$ cat config.mk
export PLATFORM = sky130hd
export DESIGN_NAME = capacity_learning_core
export DESIGN_NICKNAME = d
export VERILOG_FILES = /design/src/rtl/capacity_learning_core.v /design/src/rtl/percent_divider.v /design/src/rtl/strap_decoder.v
export VERILOG_INCLUDE_DIRS = /design/src /design/src/shared
export SDC_FILE = /design/constraint.sdc
export NUM_CORES = 1
export LEC_CHECK = 0
export BUFFER_PORTS_ARGS = -buffer_cell sky130_fd_sc_hd__clkbuf_2
export CAP_MARGIN = 20
export CORE_UTILIZATION = 40
export CTS_CLUSTER_SIZE = 20
export DETAILED_ROUTE_END_ITERATION = 16
export HOLD_SLACK_MARGIN = 0.15
export SKIP_LAST_GASP = 1
export SYNTH_ARGS = -nofsm -noshare
export SYNTH_HDL_FRONTEND = slang
export SYNTH_SLANG_ARGS = --single-unit
export TNS_END_PERCENT = 10
$ cat constraint.sdc
create_clock -name sys_clk -period 5.2 [get_ports sys_clk]
set_clock_uncertainty 0.05 [all_clocks]
set_input_delay 0.52 -clock sys_clk [delete_from_list [all_inputs] [get_ports sys_clk]]
set_output_delay 0.52 -clock sys_clk [all_outputs]
set_load 0.02 [all_outputs]
$ cat src/shared/capacity_learning_consts.vh
// Constants for the capacity-learning counter core.
// Assumes tri-level straps arrive as two-bit codes from pad comparators.
`ifndef CAPACITY_LEARNING_CONSTS_VH
`define CAPACITY_LEARNING_CONSTS_VH

// ---------------------------------------------------------------
// Tri-level strap codes
// ---------------------------------------------------------------
`define TRI_LOW        2'h0
`define TRI_FLOAT      2'h1
`define TRI_HIGH       2'h2
`define TRI_ALT        2'h3

// ---------------------------------------------------------------
// Capacity registers hold counts in units of 256
// ---------------------------------------------------------------
`define CAP_ZERO       8'h00
`define TALLY_MAX      8'hff
// Initial full counts: 49152 .. 22528 divided by 256
`define FULL_HH        8'hc0
`define FULL_HF        8'hb0
`define FULL_HL        8'ha0
`define FULL_FH        8'h90
`define FULL_FF        8'h84
`define FULL_FL        8'h78
`define FULL_LH        8'h6c
`define FULL_LF        8'h64
`define FULL_LL        8'h58

// ---------------------------------------------------------------
// Count scale codes: 1/80 times 2 to the minus code
// ---------------------------------------------------------------
`define SCALE_80       3'h0
`define SCALE_160      3'h1
`define SCALE_320      3'h2
`define SCALE_640      3'h3
`define SCALE_1280     3'h4
`define SCALE_2560     3'h5

// ---------------------------------------------------------------
// Display modes
// ---------------------------------------------------------------
`define DISPLAY_CONTROL_PIN_OFF       2'h0
`define DISPLAY_CONTROL_PIN_CHARGING  2'h1
`define DISPLAY_CONTROL_PIN_TIMED     2'h2

// ---------------------------------------------------------------
// Arithmetic factors
// ---------------------------------------------------------------
// 241/256 stands for the 0.94 limit factor
`define LIMIT_NUM      8'hf1
`define LIMIT_SHIFT    8
`define SD_PCT         8'h06
`define PCT_FULL       8'h64
`define VALID_RUN      2'h2
`define BLOCK_RUN      2'h3
`define DIV_LAST       4'he

`endif

$ cat src/rtl/capacity_learning_core.v
// Learned capacity, nominal capacity and discharge tally counters.
// Assumes one-cycle event pulses from the analog front end, in sys_clk.
`timescale 1ns/1ps
`default_nettype none
`include "capacity_learning_consts.vh"

// Notes on behaviour
// - Power-up or battery replacement loads learned capacity from strap full count.
// - First valid charge after qualified empty copies tally into learned capacity.
// - A charge over two updates between full and empty blocks learning.
// - Learning needs self-discharge below six percent of nominal capacity.
// - Learning needs non-negative temperature when first empty was reached.
// - A discharge-qualified flag must be set before any learning update.
// - Tally below 0.94 of learned capacity limits update to 0.94 of it.
// - Relative percentage uses learned capacity as full scale.
// - First two straps pick one of nine initial full counts.
// - Third and fourth straps pick one of six count scales.
// - Fifth strap picks anode type and self-discharge enable.
// - Display pin picks LEDs off, on while charging, or four seconds.
// - Nominal counter rises on charge to learned capacity, falls to zero.
// - Nominal counter clears at init and first valid charge after empty.
// - Tally counts self-discharge only while nominal counter is nonzero.
// - Tally clears whenever nominal counter equals learned capacity.
// - Tally saturates at FFh instead of wrapping.
// - Scaled energy is given as high and low bytes.
// - Valid charge is two consecutive updates without discharge or timeout.
// - Below zero degrees charge stops at 0.94 of learned capacity.
// - Discharge events decrement nominal and increment tally; charge increments.
module capacity_learning_core (
  input  wire       sys_clk,
  input  wire       rst,
  input  wire       battery_replaced,
  input  wire [1:0] strap_pin_one,
  input  wire [1:0] strap_pin_two,
  input  wire [1:0] strap_pin_three,
  input  wire [1:0] strap_pin_four,
  input  wire [1:0] strap_pin_five,
  input  wire [1:0] display_control_pin,
  input  wire       charge_pulse,
  input  wire       discharge_pulse,
  input  wire       self_discharge_pulse,
  input  wire       filter_timeout,
  input  wire       first_empty_threshold,
  input  wire       temp_non_negative,
  input  wire [7:0] avg_cell_voltage,
  output reg  [7:0] learned_capacity,
  output reg  [7:0] nominal_capacity_count,
  output reg  [7:0] discharge_tally,
  output reg        discharge_qualified_flag,
  output reg  [7:0] scaled_energy_high,
  output reg  [7:0] scaled_energy_low,
  output wire [6:0] relative_percent,
  output wire       percent_valid,
  output reg  [2:0] count_scale,
  output reg        graphite_anode,
  output reg        self_discharge_enabled,
  output reg  [1:0] display_mode,
  output reg        capacity_learned,
  output reg        init_done
);

  // ---------------------------------------------------------------
  // States
  // ---------------------------------------------------------------
  localparam [1:0] ST_INIT = 2'b01;
  localparam [1:0] ST_RUN  = 2'b10;

  reg  [1:0]  state;
  reg  [1:0]  next_state;

  // ---------------------------------------------------------------
  // Strap decode
  // ---------------------------------------------------------------
  wire [7:0]  dec_full;
  wire [2:0]  dec_scale;
  wire        dec_graphite;
  wire        dec_sd_enable;
  wire [1:0]  dec_display_control_pin;

  strap_decoder u_straps (
    .pin_one    (strap_pin_one),
    .pin_two    (strap_pin_two),
    .pin_three  (strap_pin_three),
    .pin_four   (strap_pin_four),
    .pin_five   (strap_pin_five),
    .display_control_pin_pin   (display_control_pin),
    .full_count (dec_full),
    .scale_code (dec_scale),
    .graphite   (dec_graphite),
    .sd_enable  (dec_sd_enable),
    .display_control_pin_mode  (dec_display_control_pin)
  );

  // ---------------------------------------------------------------
  // Cycle tracking state
  // ---------------------------------------------------------------
  reg  [1:0]  charge_run;
  reg         empty_reached;
  reg         empty_seen;
  reg         temp_ok_at_empty;
  reg         charge_blocked;
  reg  [7:0]  sd_accum;

  // ---------------------------------------------------------------
  // Derived values
  // ---------------------------------------------------------------
  wire [15:0] limit_product = learned_capacity * `LIMIT_NUM;
  wire [7:0]  limit_94      = limit_product[15:`LIMIT_SHIFT];
  wire [7:0]  charge_limit;
  wire        at_full;
  wire        nac_zero;
  wire        sd_event;
  wire        drain_event;
  wire        charge_step;
  wire        valid_charge;
  wire [15:0] sd_scaled     = sd_accum * `PCT_FULL;
  wire [15:0] nac_scaled    = nominal_capacity_count * `SD_PCT;
  wire        sd_ok;
  wire        learn_ok;
  wire [7:0]  learn_value;
  wire [15:0] energy;
  wire [15:0] pct_product   = nominal_capacity_count * `PCT_FULL;

  // Cold charging stops short of full so the flag cannot set
  assign charge_limit = temp_non_negative ? learned_capacity
                                          : limit_94;
  assign at_full      = (nominal_capacity_count == learned_capacity);
  assign nac_zero     = (nominal_capacity_count == `CAP_ZERO);
  assign sd_event     = self_discharge_pulse & self_discharge_enabled;
  assign drain_event  = discharge_pulse | sd_event;
  // Discharge has priority when both pulses land together
  assign charge_step  = charge_pulse & ~drain_event;
  assign valid_charge = charge_step & (charge_run == `VALID_RUN - 2'h1)
                        & ~filter_timeout;
  assign sd_ok        = (sd_scaled < nac_scaled) | (sd_accum == `CAP_ZERO);
  assign learn_ok     = discharge_qualified_flag & ~charge_blocked
                        & temp_ok_at_empty & sd_ok;
  assign learn_value  = (discharge_tally < limit_94) ? limit_94
                                                     : discharge_tally;
  assign energy       = nominal_capacity_count * avg_cell_voltage;

  // ---------------------------------------------------------------
  // State machine
  // ---------------------------------------------------------------
  always @* begin
    case (state)
      ST_INIT: next_state = ST_RUN;
      ST_RUN:  next_state = battery_replaced ? ST_INIT : ST_RUN;
      default: next_state = ST_INIT;
    endcase
  end

  always @(posedge sys_clk) begin
    if (rst) begin
      state     <= ST_INIT;
      init_done <= 1'b0;
    end else begin
      state     <= next_state;
      init_done <= (next_state == ST_RUN);
    end
  end

  // ---------------------------------------------------------------
  // Configuration registers
  // ---------------------------------------------------------------
  always @(posedge sys_clk) begin
    if (rst) begin
      count_scale            <= `SCALE_80;
      graphite_anode         <= 1'b0;
      self_discharge_enabled <= 1'b0;
      display_mode           <= `DISPLAY_CONTROL_PIN_OFF;
    end else if (state == ST_INIT) begin
      count_scale            <= dec_scale;
      graphite_anode         <= dec_graphite;
      self_discharge_enabled <= dec_sd_enable;
      display_mode           <= dec_display_control_pin;
    end
  end

  // ---------------------------------------------------------------
  // Valid-charge run counter
  // ---------------------------------------------------------------
  always @(posedge sys_clk) begin
    if (rst || state == ST_INIT) begin
      charge_run <= 2'h0;
    end else if (drain_event || filter_timeout) begin
      charge_run <= 2'h0;
    end else if (charge_step && charge_run != `BLOCK_RUN) begin
      charge_run <= charge_run + 2'h1;
    end
  end

  // ---------------------------------------------------------------
  // Learned capacity
  // ---------------------------------------------------------------
  always @(posedge sys_clk) begin
    if (rst) begin
      learned_capacity <= `CAP_ZERO;
      capacity_learned <= 1'b0;
    end else if (state == ST_INIT) begin
      learned_capacity <= dec_full;
      capacity_learned <= 1'b0;
    end else if (valid_charge && empty_reached && learn_ok) begin
      learned_capacity <= learn_value;
      capacity_learned <= 1'b1;
    end else begin
      capacity_learned <= 1'b0;
    end
  end

  // ---------------------------------------------------------------
  // Nominal capacity counter
  // ---------------------------------------------------------------
  always @(posedge sys_clk) begin
    if (rst || state == ST_INIT) begin
      nominal_capacity_count <= `CAP_ZERO;
    end else if (valid_charge && empty_reached) begin
      nominal_capacity_count <= `CAP_ZERO;
    end else if (drain_event) begin
      if (!nac_zero)
        nominal_capacity_count <= nominal_capacity_count - 8'h01;
    end else if (charge_step) begin
      if (nominal_capacity_count < charge_limit)
        nominal_capacity_count <= nominal_capacity_count + 8'h01;
    end
  end

  // ---------------------------------------------------------------
  // Discharge tally
  // ---------------------------------------------------------------
  always @(posedge sys_clk) begin
    if (rst || state == ST_INIT) begin
      discharge_tally <= `CAP_ZERO;
    end else if (at_full) begin
      discharge_tally <= `CAP_ZERO;
    end else if ((discharge_pulse || (sd_event && !nac_zero)) &&
                 discharge_tally != `TALLY_MAX) begin
      discharge_tally <= discharge_tally + 8'h01;
    end
  end

  // ---------------------------------------------------------------
  // Qualification tracking between full and empty
  // ---------------------------------------------------------------
  always @(posedge sys_clk) begin
    if (rst || state == ST_INIT) begin
      discharge_qualified_flag <= 1'b0;
      charge_blocked           <= 1'b0;
      empty_reached            <= 1'b0;
      empty_seen               <= 1'b0;
      temp_ok_at_empty         <= 1'b0;
      sd_accum                 <= `CAP_ZERO;
    end else begin
      empty_seen <= first_empty_threshold;
      if (valid_charge && empty_reached) begin
        discharge_qualified_flag <= 1'b0;
        empty_reached            <= 1'b0;
        charge_blocked           <= 1'b0;
      end else if (at_full) begin
        discharge_qualified_flag <= 1'b1;
        charge_blocked           <= 1'b0;
        sd_accum                 <= `CAP_ZERO;
      end else begin
        if (charge_step && charge_run == `VALID_RUN && !empty_reached)
          charge_blocked <= 1'b1;
        if (sd_event && sd_accum != `TALLY_MAX)
          sd_accum <= sd_accum + 8'h01;
        if (first_empty_threshold && !empty_seen && !empty_reached) begin
          empty_reached    <= 1'b1;
          temp_ok_at_empty <= temp_non_negative;
        end
      end
    end
  end

  // ---------------------------------------------------------------
  // Scaled energy bytes
  // ---------------------------------------------------------------
  always @(posedge sys_clk) begin
    if (rst) begin
      scaled_energy_high <= 8'h00;
      scaled_energy_low  <= 8'h00;
    end else begin
      scaled_energy_high <= energy[15:8];
      scaled_energy_low  <= energy[7:0];
    end
  end

  // ---------------------------------------------------------------
  // Relative percentage remaining
  // ---------------------------------------------------------------
  percent_divider u_percent (
    .sys_clk      (sys_clk),
    .rst          (rst),
    .dividend     (pct_product[14:0]),
    .divisor      (learned_capacity),
    .quotient     (relative_percent),
    .result_valid (percent_valid)
  );

endmodule
`default_nettype wire

$ cat src/rtl/percent_divider.v
// Free-running restoring divider for the remaining-capacity percentage.
// Assumes a nonzero divisor; a new division starts when one ends.
`timescale 1ns/1ps
`default_nettype none
`include "capacity_learning_consts.vh"

module percent_divider (
  input  wire        sys_clk,
  input  wire        rst,
  input  wire [14:0] dividend,
  input  wire [7:0]  divisor,
  output reg  [6:0]  quotient,
  output reg         result_valid
);

  reg  [3:0]  step;
  reg  [14:0] work_num;
  reg  [8:0]  remainder;
  reg  [14:0] work_quot;
  reg  [7:0]  work_div;
  wire [8:0]  trial = {remainder[7:0], work_num[14]};
  wire        fits  = (trial >= {1'b0, work_div});

  always @(posedge sys_clk) begin
    if (rst) begin
      step         <= 4'h0;
      work_num     <= 15'h0000;
      remainder    <= 9'h000;
      work_quot    <= 15'h0000;
      work_div     <= 8'h00;
      quotient     <= 7'h00;
      result_valid <= 1'b0;
    end else if (step == 4'h0) begin
      work_num  <= dividend;
      work_div  <= divisor;
      remainder <= 9'h000;
      work_quot <= 15'h0000;
      step      <= 4'h1;
    end else begin
      remainder <= fits ? (trial - {1'b0, work_div}) : trial;
      work_num  <= {work_num[13:0], 1'b0};
      work_quot <= {work_quot[13:0], fits};
      if (step == `DIV_LAST + 4'h1) begin
        quotient     <= {work_quot[5:0], fits};
        result_valid <= 1'b1;
        step         <= 4'h0;
      end else begin
        step <= step + 4'h1;
      end
    end
  end

endmodule
`default_nettype wire

$ cat src/rtl/strap_decoder.v
// Combinational decode of the five program straps and display pin.
// Assumes each pin is a stable two-bit tri-level code.
`timescale 1ns/1ps
`default_nettype none
`include "capacity_learning_consts.vh"

module strap_decoder (
  input  wire [1:0] pin_one,
  input  wire [1:0] pin_two,
  input  wire [1:0] pin_three,
  input  wire [1:0] pin_four,
  input  wire [1:0] pin_five,
  input  wire [1:0] display_control_pin_pin,
  output reg  [7:0] full_count,
  output reg  [2:0] scale_code,
  output wire       graphite,
  output wire       sd_enable,
  output reg  [1:0] display_control_pin_mode
);

  // ---------------------------------------------------------------
  // Initial full count
  // ---------------------------------------------------------------
  // Second float code folds onto the plain float code
  wire [1:0] one_code = (pin_one == `TRI_ALT) ? `TRI_FLOAT : pin_one;
  wire [1:0] two_code = (pin_two == `TRI_ALT) ? `TRI_FLOAT : pin_two;

  always @* begin
    case ({one_code, two_code})
      {`TRI_HIGH,  `TRI_HIGH}:  full_count = `FULL_HH;
      {`TRI_HIGH,  `TRI_FLOAT}: full_count = `FULL_HF;
      {`TRI_HIGH,  `TRI_LOW}:   full_count = `FULL_HL;
      {`TRI_FLOAT, `TRI_HIGH}:  full_count = `FULL_FH;
      {`TRI_FLOAT, `TRI_LOW}:   full_count = `FULL_FL;
      {`TRI_LOW,   `TRI_HIGH}:  full_count = `FULL_LH;
      {`TRI_LOW,   `TRI_FLOAT}: full_count = `FULL_LF;
      {`TRI_LOW,   `TRI_LOW}:   full_count = `FULL_LL;
      default:                  full_count = `FULL_FF;
    endcase
  end

  // ---------------------------------------------------------------
  // Count scale
  // ---------------------------------------------------------------
  always @* begin
    if (pin_four == `TRI_LOW) begin
      case (pin_three)
        `TRI_HIGH: scale_code = `SCALE_80;
        `TRI_LOW:  scale_code = `SCALE_320;
        default:   scale_code = `SCALE_160;
      endcase
    end else begin
      case (pin_three)
        `TRI_HIGH: scale_code = `SCALE_640;
        `TRI_LOW:  scale_code = `SCALE_2560;
        default:   scale_code = `SCALE_1280;
      endcase
    end
  end

  // ---------------------------------------------------------------
  // Anode type, self-discharge and display
  // ---------------------------------------------------------------
  assign graphite  = (pin_five == `TRI_LOW);
  assign sd_enable = (pin_five != `TRI_HIGH);

  always @* begin
    case (display_control_pin_pin)
      `TRI_HIGH: display_control_pin_mode = `DISPLAY_CONTROL_PIN_OFF;
      `TRI_LOW:  display_control_pin_mode = `DISPLAY_CONTROL_PIN_TIMED;
      default:   display_control_pin_mode = `DISPLAY_CONTROL_PIN_CHARGING;
    endcase
  end

endmodule
`default_nettype wire

==> results of run 1 <==
==> routing by layer <==
layer  GRT usage  up-vias  wire (um)
met1       0.256     3698      11400
met2       0.295      120      10500
li1            -     4071          -
met3      0.0295       26        715
met4      0.0497        0        344
met5           0        -          0
==> path summary, 6_finish.rpt <==
| kind | start | to | slack [ns] | cells past startpoint |
|---|---|---|---|---|
| setup / recovery | learned_capacity[0] | learned_capacity[4] | 0.01 | 20 |
| hold / removal | filter_timeout | charge_run[1] | 0.27 | 2 |
| setup reg to reg | learned_capacity[0] | learned_capacity[4] | 0.01 | 20 |
| hold reg to reg | u_percent.work_quot[5] | u_percent.quotient[6] | 0.38 | 2 |
==> layout by cell type, fill, tap and decap left out, types with 4 or more instances in the layout <==
cell type and instances:
ha_1 170, inv_1 133, nand2_1 107, dfxtp_1 107
nor2_1 101, clkbuf_2 86, a21oi_1 66, fa_1 64
xnor2_1 51, and2_1 47, buf_4 35, mux2i_1 24
xor2_1 22, nor2b_1 21, o21ai_0 20, clkbuf_16 17
nor3_1 15, nand3_1 14, a21o_1 14, nand4_1 8
o21ai_1 8, a211oi_1 8, or3_1 8, ha_4 8
a31oi_1 7, inv_2 5, o21a_1 5, a21oi_2 5
nand2b_1 5, nor3b_1 5, dfxtp_2 5, a31o_2 4
and3_1 4, and4_1 4, o211ai_1 4, o21bai_1 4
==> cells by family (layout without fill, tap and decap cells) <==
| kind of cell | count (synthesis) | in the layout | share of synthesized area |
|---|---|---|---|
| AO/OA/AOI/OAI | 177 | 177 | 0.111 |
| XOR/XNOR | 75 | 75 | 0.0647 |
| adder cells (fa/ha/maj) | 242 | 242 | 0.345 |
| buffers and inverters | 170 | 293 | 0.0637 |
| flip-flops | 113 | 113 | 0.223 |
| multiplexers | 28 | 28 | 0.0281 |
| AND/OR/NAND/NOR | 351 | 351 | 0.165 |
==> worst register-to-register path, cell delays in order, from the launching register on <==
cell      delay (ns)
dfxtp_1         0.32
fa_1            0.57
fa_1            0.44
fa_1            0.53
ha_4            0.21
ha_4            0.26
nand4_1         0.09
o211a_1         0.26
nand2b_1        0.12
a21o_1          0.17
a21oi_2         0.07
xor2_1          0.15
buf_4           0.14
buf_4           0.13
ha_1            0.26
and4_1          0.20
a21oi_2         0.13
nand2_1         0.09
a31oi_4         0.31
mux2_2          0.39
o311ai_2        0.20
==> sequential cells by signal (all words and copies together) (netlist names), 2 cells and up <==
name                    flops
u_percent.remainder         8
scaled_energy_high          8
u_percent.work_num         13
charge_run                  2
state                       2
sd_accum                    8
display_mode                2
u_percent.work_div          8
learned_capacity            8
nominal_capacity_count      8
discharge_tally             8
u_percent.work_quot         6
u_percent.step              4
scaled_energy_low           8
count_scale                 3
u_percent.quotient          7
==> stage by stage <==
step	total power (uW)	worst slack (ns)	cells	hold WS [ns]	instance area (um2)
global route	7030	-0.170	1603	0.274	11900
detailed placement	5030	-0.124	1566	0.379	11100
global placement	4950	0.0409	1566	0.376	11100
CTS	6340	-0.0101	1600	0.261	11800
finish	6440	0.0113	1603	0.273	11900
floorplan	3940	-0.00339	1156	0.367	10200
==> power groups by stage <==
| stage | Clock [uW] | Sequential (uW) | Combinational, uW |
|---|---|---|---|
| finish | 1200 | 1160 | 4070 |
| global route | 1270 | 1180 | 4580 |
| global placement | 0 | 1170 | 3780 |
| CTS | 1230 | 1160 | 3950 |
| floorplan | 0 | 1300 | 2640 |
| detailed placement | 0 | 1170 | 3860 |
==> area by class of cell <==
type,instances,share of cell area
Sequential cell,113,0.190
Timing Repair Buffer,123,0.0607
Clock buffer,20,0.0366
Inverter,138,0.0434
Tap cell,324,0.0340
Clock inverter,12,0.0132
Multi-Input combinational cell,873,0.622
==> timing repair <==
item,in CTS,in global routing
buffers inserted,2,3
pin swaps,2,8
endpoints found under the setup margin,14,16
gates resized for setup,6,19
==> summary.txt, run 1 <==
Clock network
  • Hold Buf Count CTS: 0
  • Htree depth: 4
  • CTS clk-pin slew, worst paths: approximately 0.060 ns
  • TritonCTS buffer count: 17
  • Clk sinks: between 100 and 150
  • Max Root-Sink Buffers: 2
  • Clock root buffer: clkbuf_16
  • CTS tree: done
  • Clk_lat worst skew: between 0.4 and 0.5 ns

Critical path
  • Slowest-stage cell, CP: fa_1
  • Critical path data arrival time: ~5.5 ns
  • Cell chain of the critical path: fa_1 > fa_1 > fa_1 > ha_4 > ha_4 > nand4_1 > o211a_1 > nand2b_1 > a21o_1 > a21oi_2 > xor2_1 > buf_4 > buf_4 > ha_1 > and4_1 > a21oi_2 > nand2_1 > a31oi_4 > mux2_2 > o311ai_2
  • WP buf/inv: 2
  • Highest net fanout along the worst path: 8
  • Critical Path Most Common Cell: fa_1
  • Crit path max-delay family: adder cells
  • Req. time, crit path: between 5 and 6 ns
  • Setup crit end kind: register
  • Crit path largest cell delay: roughly 0.57 ns
  • Setup CP Type: reg -> reg
  • Critical Path Source Type: register

Power
  • Cell internal pwr: between 3000 and 4000 uW
  • Maximum vdd drop: about 240 uV
  • Net Sw Frac: 0.444
  • Power Dens Cells: approximately 540 mW/mm2
  • Seq pwr share: 0.180
  • Clock group share of total power: 0.187
  • NetSw: 2860 uW
  • Combinational Power Share: 0.633
  • Leakage: 0.00590 uW

Placement
  • IO Port Bufs: 86
  • Hpwl dp: approximately 18000 um
  • RD Place Congestion: ~0.82

Logic synthesis
  • Mapped cell area: between 0.01 and 0.015 mm2
  • Yosys top cell area share: 0.223
  • Main flop type after synthesis: dfxtp_1
  • Count leader, synth: ha_1
  • YS warnings: 0
  • Area contributors post-synth: dfxtp_1, ha_1, fa_1
  • Post-synth EDFFs: 0
  • Most common library cells after synthesis: ha_1, inv_1, dfxtp_1, nand2_1, nor2_1
  • Async SR Flop Fraction: 0
  • Net count after synthesis: approximately 1.4k
  • Post-synthesis sequential area ratio: 0.223
  • Syn_area_per_cell: just under 9 um2
  • Post-synth top area cell: dfxtp_1
  • Cells after Synth: ~1.2k
  • Register bit total from synthesis: between 100 and 150
  • Synth unique cells: 62

Flow run
  • Max Cap Viol: 0

Finish
  • Fillers: roughly 2.4k
  • Antenna Cells: 0
  • Register Area: approximately 0.0023 mm2
  • Nets: between 1.5k and 2k
  • Area Overhead vs Synth: 17.5%
  • Multi-input logic area: about 0.0074 mm2
  • Share of layout cells above drive strength 1: 0.156
  • Layout Utilization: 0.485

STA
  • Worst Tran Pin Value: 0.817 ns
  • Final worst path period share: 0.998
  • Slew HR: 0.455
  • Max Freq: 193 MHz
  • Max Slew Vio Count: 0
  • Final setup fails: 0
  • Unrepaired setup endpoints after global routing: true
  • Final Hold Viols: 0
  • Tmin final: a little over 5 ns
  • Setup TNS Final: 0 ns

Drt
  • Drt first-iter violations: 337
  • DRC viols: 0
  • First drt pass iteration count: 4
  • Detailed-route via count: roughly 7.9k
  • Routed WL per cell: around 14 um
  • DR vias/cell: approximately 5
  • Number of routed nets with antenna violations: 0
  • DRT Wirelength: about 23000 um

Floorplanning
  • Core ar.: 0.0246 mm2
  • Die H: roughly 160 um
  • Die area: between 0.02 and 0.03 mm2
  • Row cnt: 57
  • Die width: approximately 160 um
  • I/O pins: 87
  • Initial cell density of the core: 0.413

Global route
  • Grt ovf: 0
  • Antenna violations before repair: 0
  • Global-route wire length before repair: ~39000 um
  • Total Routing Usage GR: 0.184
  • Largest net degree at the start of global routing: 64
  • Vias in the first global route: around 7.8k

Outcome
  • Status: complete, no violations

Hold path
  • Worst hold path class: in -> reg
Power figures use the tool's default switching activity.
==> inputs of run 2 (changes only) <==
--- a/config.mk
+++ b/config.mk
@@ -8,6 +8,7 @@
 export LEC_CHECK = 0
 export BUFFER_PORTS_ARGS = -buffer_cell sky130_fd_sc_hd__clkbuf_2
 export CAP_MARGIN = 20
+export CORE_ASPECT_RATIO = 1.5
 export CORE_UTILIZATION = 40
 export CTS_CLUSTER_SIZE = 20
 export DETAILED_ROUTE_END_ITERATION = 16
==> summary.txt, run 2 (same netlist as run 1, synthesis figures left out) <==
Outcome
  • Status: complete, no violations (unchanged)

Clock network
  • Clock root buffer: clkbuf_16 (unchanged)
  • Hold Buf Count CTS: 0 (unchanged)
  • Htree depth: 4 (unchanged)
  • Clk_lat worst skew: 0.43 ns (was 0.42 ns)
  • CTS tree: done (unchanged)
  • CTS clk-pin slew, worst paths: 0.06 ns (about the same)
  • TritonCTS buffer count: 17 (unchanged)
  • Max Root-Sink Buffers: 2 (unchanged)
  • Clk sinks: 113 (unchanged)

Finish
  • Largest reg by FF count: u_percent.work_num (unchanged)
  • Area Overhead vs Synth: 17.3% (was 17.5%)
  • Antenna Cells: 0 (unchanged)
  • Number of flip-flops under the largest register name: 13 (unchanged)
  • Nets: 1534 (was 1537)
  • Most frequent cells in the layout: ha_1, inv_1, nand2_1, dfxtp_1, nor2_1 (unchanged)
  • Commonest non-fill, non-tap cell in the layout: ha_1 (unchanged)
  • Register Area: 0.00227 mm2 (unchanged)
  • Multi-input logic area: 0.00738 mm2 (was 0.00742 mm2)
  • Share of layout cells above drive strength 1: 0.149 (was 0.156)
  • Fillers: 2456 (was 2418)

Power
  • Combinational Power Share: 0.619 (was 0.633)
  • Clock group share of total power: 0.201 (was 0.187)
  • Leakage: 0.00589 uW (was 0.00590 uW)
  • Maximum vdd drop: 286 uV (was 237 uV)
  • Seq pwr share: 0.180 (about the same)
  • Net Sw Frac: 0.444 (about the same)
  • Cell internal pwr: 3580 uW (about the same)
  • Total power: 6440 uW (about the same)
  • Power Dens Cells: 540 mW/mm2 (was 539 mW/mm2)
  • NetSw: 2860 uW (about the same)

STA
  • Max Freq: 192 MHz (was 193 MHz)
  • Final WS setup: 0.00274 ns (was 0.0113 ns)
  • Final Hold Viols: 0 (unchanged)
  • Slew HR: 0.422 (was 0.455)
  • Hold Slack: 0.238 ns (was 0.273 ns)
  • Max Slew Vio Count: 0 (unchanged)
  • Unrepaired setup endpoints after global routing: true (unchanged)
  • Final worst path period share: 0.999 (was 0.998)
  • Tmin final: 5.20 ns (was 5.19 ns)
  • Final setup fails: 0 (unchanged)
  • Worst Tran Pin Value: 0.867 ns (was 0.817 ns)

Critical path
  • WP buf/inv: 1 (was 2)
  • Crit path largest cell delay: 0.57 ns (about the same)
  • Highest net fanout along the worst path: 12 (was 8)
  • Critical Path Source Type: register (unchanged)
  • Reg2Reg Setup Slack: 0.003 ns (was 0.01 ns)
  • Critical path data arrival time: 5.49 ns (was 5.46 ns)
  • WP depth: 22 (was 20)
  • Setup crit end kind: register (unchanged)
  • Crit path max-delay family: adder cells (unchanged)
  • Cell chain of the critical path: fa_1 > fa_1 > fa_1 > ha_4 > ha_4 > nand4_1 > o211a_1 > nand2b_1 > a21o_1 > a21oi_2 > xor2_1 > nor2_1 > a21oi_1 > ha_1 > a21oi_1 > nor2b_1 > o21ai_0 > and3_1 > a211oi_2 > buf_12 > or3_1 > a21oi_2 (was fa_1 > fa_1 > fa_1 > ha_4 > ha_4 > nand4_1 > o211a_1 > nand2b_1 > a21o_1 > a21oi_2 > xor2_1 > buf_4 > buf_4 > ha_1 > and4_1 > a21oi_2 > nand2_1 > a31oi_4 > mux2_2 > o311ai_2)
  • Reg2reg path depth: 22 (was 20)
  • Slowest-stage cell, CP: fa_1 (unchanged)
  • Critical Path Most Common Cell: fa_1 (unchanged)
  • Req. time, crit path: 5.50 ns (was 5.47 ns)
  • Setup CP Type: reg -> reg (unchanged)

Floorplanning
  • Die area: 0.0261 mm2 (was 0.0260 mm2)
  • Die H: 197 um (was 161 um)
  • I/O pins: 87 (unchanged)
  • Row cnt: 71 (was 57)
  • Core ar.: 0.0251 mm2 (was 0.0246 mm2)
  • Initial cell density of the core: 0.406 (was 0.413)
  • Die width: 132 um (was 161 um)

Global route
  • Global-route wire length before repair: 39600 um (was 38600 um)
  • Largest net degree at the start of global routing: 41 (was 64)
  • Met3 usage: 0.0264 (was 0.0295)
  • Grt ovf: 0 (unchanged)
  • Antenna violations before repair: 0 (unchanged)
  • GR peak layer: met2 (unchanged)
  • GR Util met2: 0.362 (was 0.295)
  • Vias in the first global route: 8234 (was 7823)
  • Total Routing Usage GR: 0.191 (was 0.184)
  • M1 GR Usage: 0.211 (was 0.256)

Placement
  • IO Port Bufs: 86 (unchanged)
  • RD Place Congestion: 0.838 (was 0.816)
  • Place WS: -0.0997 ns (was -0.124 ns)
  • Hpwl dp: 18600 um (was 17900 um)

Drt
  • Drt first-iter violations: 327 (was 337)
  • Number of routed nets with antenna violations: 0 (unchanged)
  • Detailed-route via count: 8024 (was 7915)
  • DRT Wirelength: 23600 um (was 23000 um)
  • Routed WL per cell: 14.7 um (was 14.3 um)
  • First drt pass iteration count: 4 (unchanged)
  • DRC viols: 0 (unchanged)
  • DR vias/cell: 5.00 (was 4.94)

Hold path
  • WHS Path Cells: 2 (unchanged)
  • Worst hold path class: in -> reg (unchanged)

Flow run
  • Max Cap Viol: 0 (unchanged)
==> run 2: cell types whose count changed in the layout (fill, tap and decap cells not counted), sizes merged <==
cell / delta
buf: -3
bufinv: +1
clkbuf: -1
clkinv: -1
clkinvlp: -2
inv: +3
==> run 2: timing repair <==
item | in CTS | in global routing
setup buffers | 2 | 2
gates resized for setup | 4 | 12
pin swaps | 4 | 9
endpoints found under the setup margin | 12 | 16
==> run 2: power groups by stage <==
stage               sequential, uW  clock [uW]  combinational, uW
finish                        1160        1300               3980
global route                  1180        1360               4500
CTS                           1160        1330               3910
detailed placement            1180           0               3840
global placement              1170           0               3760
floorplan                     1300           0               2640
==> run 2: layer usage <==
metal,wire length (um),part of all wire
met1,9800,0.42
met2,12600,0.53
met3,567,0.024
met4,679,0.029
met5,0,0
==> run 2: per-stage QoR <==
| stage | area, um2 | TNS [ns] | utilization | instances |
|---|---|---|---|---|
| after global routing | 11900 | -2.60 | 0.476 | 1604 |
| after global placement | 11100 | 0 | 0.445 | 1568 |
| after detailed placement | 11100 | -0.458 | 0.445 | 1568 |
| after floorplan | 10200 | -0.00678 | - | 1156 |
| final | 11900 | 0 | 0.476 | 1604 |
| after CTS | 11800 | -0.215 | 0.471 | 1602 |
==> run 2: worst paths after layout <==
kind | from | end
worst max register to register | learned_capacity[1] | nominal_capacity_count[7]
worst min-delay path | filter_timeout | charge_run[0]
worst min register to register | u_percent.work_num[8] | u_percent.work_num[9]
worst max-delay path | learned_capacity[1] | nominal_capacity_count[7]
==> run 2: worst reg2reg max path, delay by kind of cell (launching register included) <==
family / cells / cell delay [ns]
adder cells (fa/ha/maj): 6 / 2.30
AO/OA/AOI/OAI: 8 / 1.13
AND/OR/NAND/NOR: 6 / 0.89
flip-flops: 1 / 0.36
XOR/XNOR: 1 / 0.22
buffers and inverters: 1 / 0.18
==> run 2: area by class of cell <==
cell class              instances  area share
clock buffers                  19      0.0372
clock inverters                13      0.0166
inverters                     138      0.0435
multi-input cells             873       0.619
flip-flops and latches        113       0.191
well taps                     328      0.0344
repair buffers                120      0.0586
==> inputs of run 3 (changes only) <==
==> constraint.sdc (replaced) <==
create_clock -name sys_clk -period 4.4 [get_ports sys_clk]
set_clock_uncertainty 0.05 [all_clocks]
set_input_delay 0.44 -clock sys_clk [delete_from_list [all_inputs] [get_ports sys_clk]]
set_output_delay 0.44 -clock sys_clk [all_outputs]
set_load 0.02 [all_outputs]
==> summary.txt, run 3 (same netlist as run 1, synthesis figures left out) <==
STA
  • Max Freq: 194 MHz (was 192 MHz)
  • Unrepaired setup endpoints after global routing: true (unchanged)
  • Final Hold Viols: 0 (unchanged)
  • Max Slew Vio Count: 0 (unchanged)
  • Tmin final: 5.14 ns (was 5.20 ns)
  • Final setup fails: 18 (was 0)
  • Hold Slack: 0.172 ns (was 0.238 ns)
  • Worst Tran Pin Value: 0.848 ns (was 0.867 ns)
  • Setup TNS Final: -11.06 ns (was 0 ns)
  • Final WS setup: -0.744 ns (was 0.00274 ns)
  • Final worst path period share: 1.17 (was 0.999)
  • Slew HR: 0.435 (was 0.422)

Floorplanning
  • Core ar.: 0.0251 mm2 (unchanged)
  • Die area: 0.0261 mm2 (unchanged)
  • I/O pins: 87 (unchanged)
  • Die width: 132 um (unchanged)
  • Die H: 197 um (unchanged)
  • Initial cell density of the core: 0.406 (unchanged)
  • Row cnt: 71 (unchanged)

Finish
  • Antenna Cells: 0 (unchanged)
  • Number of flip-flops under the largest register name: 13 (unchanged)
  • Largest reg by FF count: u_percent.work_num (unchanged)
  • Layout Utilization: 0.494 (was 0.476)
  • Most frequent cells in the layout: ha_1, inv_1, nand2_1 (was ha_1, inv_1, nand2_1, dfxtp_1, nor2_1)
  • Fillers: 2452 (was 2456)
  • Commonest non-fill, non-tap cell in the layout: ha_1 (unchanged)
  • Nets: 1596 (was 1534)
  • Share of layout cells above drive strength 1: 0.195 (was 0.149)
  • Area Overhead vs Synth: 21.9% (was 17.3%)

Critical path
  • Highest net fanout along the worst path: 13 (was 12)
  • Slowest-stage cell, CP: fa_1 (unchanged)
  • Setup crit end kind: register (unchanged)
  • Crit path largest cell delay: 0.57 ns (about the same)
  • Critical Path Source Type: register (unchanged)
  • Critical path data arrival time: 5.44 ns (was 5.49 ns)
  • Req. time, crit path: 4.70 ns (was 5.50 ns)
  • Setup CP Type: reg -> reg (unchanged)
  • Cell chain of the critical path: fa_1 > fa_1 > fa_1 > ha_4 > ha_4 > nand4_1 > o211a_1 > nand2b_1 > a21o_1 > a21oi_2 > xor2_1 > nor2_1 > a21oi_1 > ha_1 > a21oi_1 > nor2b_1 > o21ai_0 > and3_1 > a211oi_2 > buf_12 > or3_1 > a21oi_2 (unchanged)
  • WP buf/inv: 1 (unchanged)
  • Critical Path Most Common Cell: fa_1 (unchanged)
  • Crit path max-delay family: adder cells (unchanged)

Drt
  • DR vias/cell: 4.92 (was 5.00)
  • Drt first-iter violations: 193 (was 327)
  • First drt pass iteration count: 4 (unchanged)
  • DRT Wirelength: 23300 um (was 23600 um)
  • Detailed-route via count: 8195 (was 8024)
  • Routed WL per cell: 14.0 um (was 14.7 um)
  • DRC viols: 0 (unchanged)
  • Number of routed nets with antenna violations: 0 (unchanged)

Clock network
  • Max Root-Sink Buffers: 2 (unchanged)
  • TritonCTS buffer count: 17 (unchanged)
  • Clk_lat worst skew: 0.42 ns (was 0.43 ns)
  • Clock root buffer: clkbuf_16 (unchanged)
  • Hold Buf Count CTS: 0 (unchanged)
  • Htree depth: 4 (unchanged)
  • Clk sinks: 113 (unchanged)
  • CTS clk-pin slew, worst paths: 0.06 ns (about the same)
  • CTS tree: done (unchanged)

Power
  • Total power: 7900 uW (was 6440 uW)
  • Maximum vdd drop: 347 uV (was 286 uV)
  • Power Dens Cells: 638 mW/mm2 (was 540 mW/mm2)
  • Leakage: 0.00623 uW (was 0.00589 uW)

Flow run
  • Max Cap Viol: 0 (unchanged)

Global route
  • Global-route wire length before repair: 39800 um (was 39600 um)
  • Largest net degree at the start of global routing: 35 (was 41)
  • Vias in the first global route: 8462 (was 8234)
  • Total Routing Usage GR: 0.192 (was 0.191)
  • Antenna violations before repair: 0 (unchanged)
  • Grt ovf: 0 (unchanged)

Outcome
  • Failing checks: negative setup slack
  • Status: finished with violations (was complete, no violations)

Hold path
  • Worst hold path class: in -> reg (unchanged)

Placement
  • IO Port Bufs: 86 (unchanged)
  • Hpwl dp: 19000 um (was 18600 um)
  • RD Place Congestion: 0.863 (was 0.838)
## run 3: changes by cell type in the layout (fill, tap and decap cells not counted), sizes merged
cell	previous run	this run
clkbuf	105	106
inv	144	142
bufinv	4	1
buf	34	96
clkinv	2	6
## run 3: where the power goes
part	total (uW)	internal (uW)	switching (uW)
clock	1410	867	542
sequential	1360	1220	130
combinational	5140	2420	2720
## run 3: layout make-up
class,instances,area [um2],area share
Multi-Input combinational cell,873,7390,0.597
Sequential cell,113,2290,0.185
Timing Repair Buffer,182,1180,0.0949
Inverter,138,518,0.0418
Clock buffer,20,489,0.0395
Tap cell,328,410,0.0331
Clock inverter,12,118,0.00949
## run 3: metal layers
metal / vias up / global-route usage / routed length (um) / share of wire
li1: 4190 / - / - / -
met1: 3888 / 0.212 / 9840 / 0.42
met2: 99 / 0.371 / 12700 / 0.54
met3: 18 / 0.0264 / 444 / 0.019
met4: 0 / 0.0637 / 332 / 0.014
met5: - / 0 / 0 / 0
## run 3: timing repair
item                                    CTS  global route
endpoints found under the setup margin   18            20
setup buffers                             0             2
resized for setup                         1             3
pin swaps                                 1             5
## run 3: worst reg2reg max path, delay by kind of cell, from the launching register on
kind | cells | cell delay (ns)
simple gates | 6 | 0.83
compound gates | 8 | 1.19
xor+xnor | 1 | 0.21
flops | 1 | 0.35
fa+ha+maj | 6 | 2.27
buf+inv | 1 | 0.17
## run 3: per-stage QoR
stage,worst slack [ns],cells,instance area [um2]
2_1_floorplan,-0.530,1156,10300
3_3_place_gp,-0.686,1632,11700
3_5_place_dp,-0.732,1632,11700
4_1_cts,-0.741,1664,12400
5_1_grt,-1.02,1666,12400
6_report,-0.744,1666,12400
## run 3: final timing paths
path                          startpoint                         to  slack (ns)  cells past startpoint
setup / recovery     learned_capacity[0]  nominal_capacity_count[7]       -0.74                     22
hold / removal            filter_timeout              charge_run[0]        0.17                      2
setup reg to reg     learned_capacity[0]  nominal_capacity_count[7]       -0.74                     22
hold reg to reg   u_percent.work_quot[5]      u_percent.quotient[6]        0.38                      2
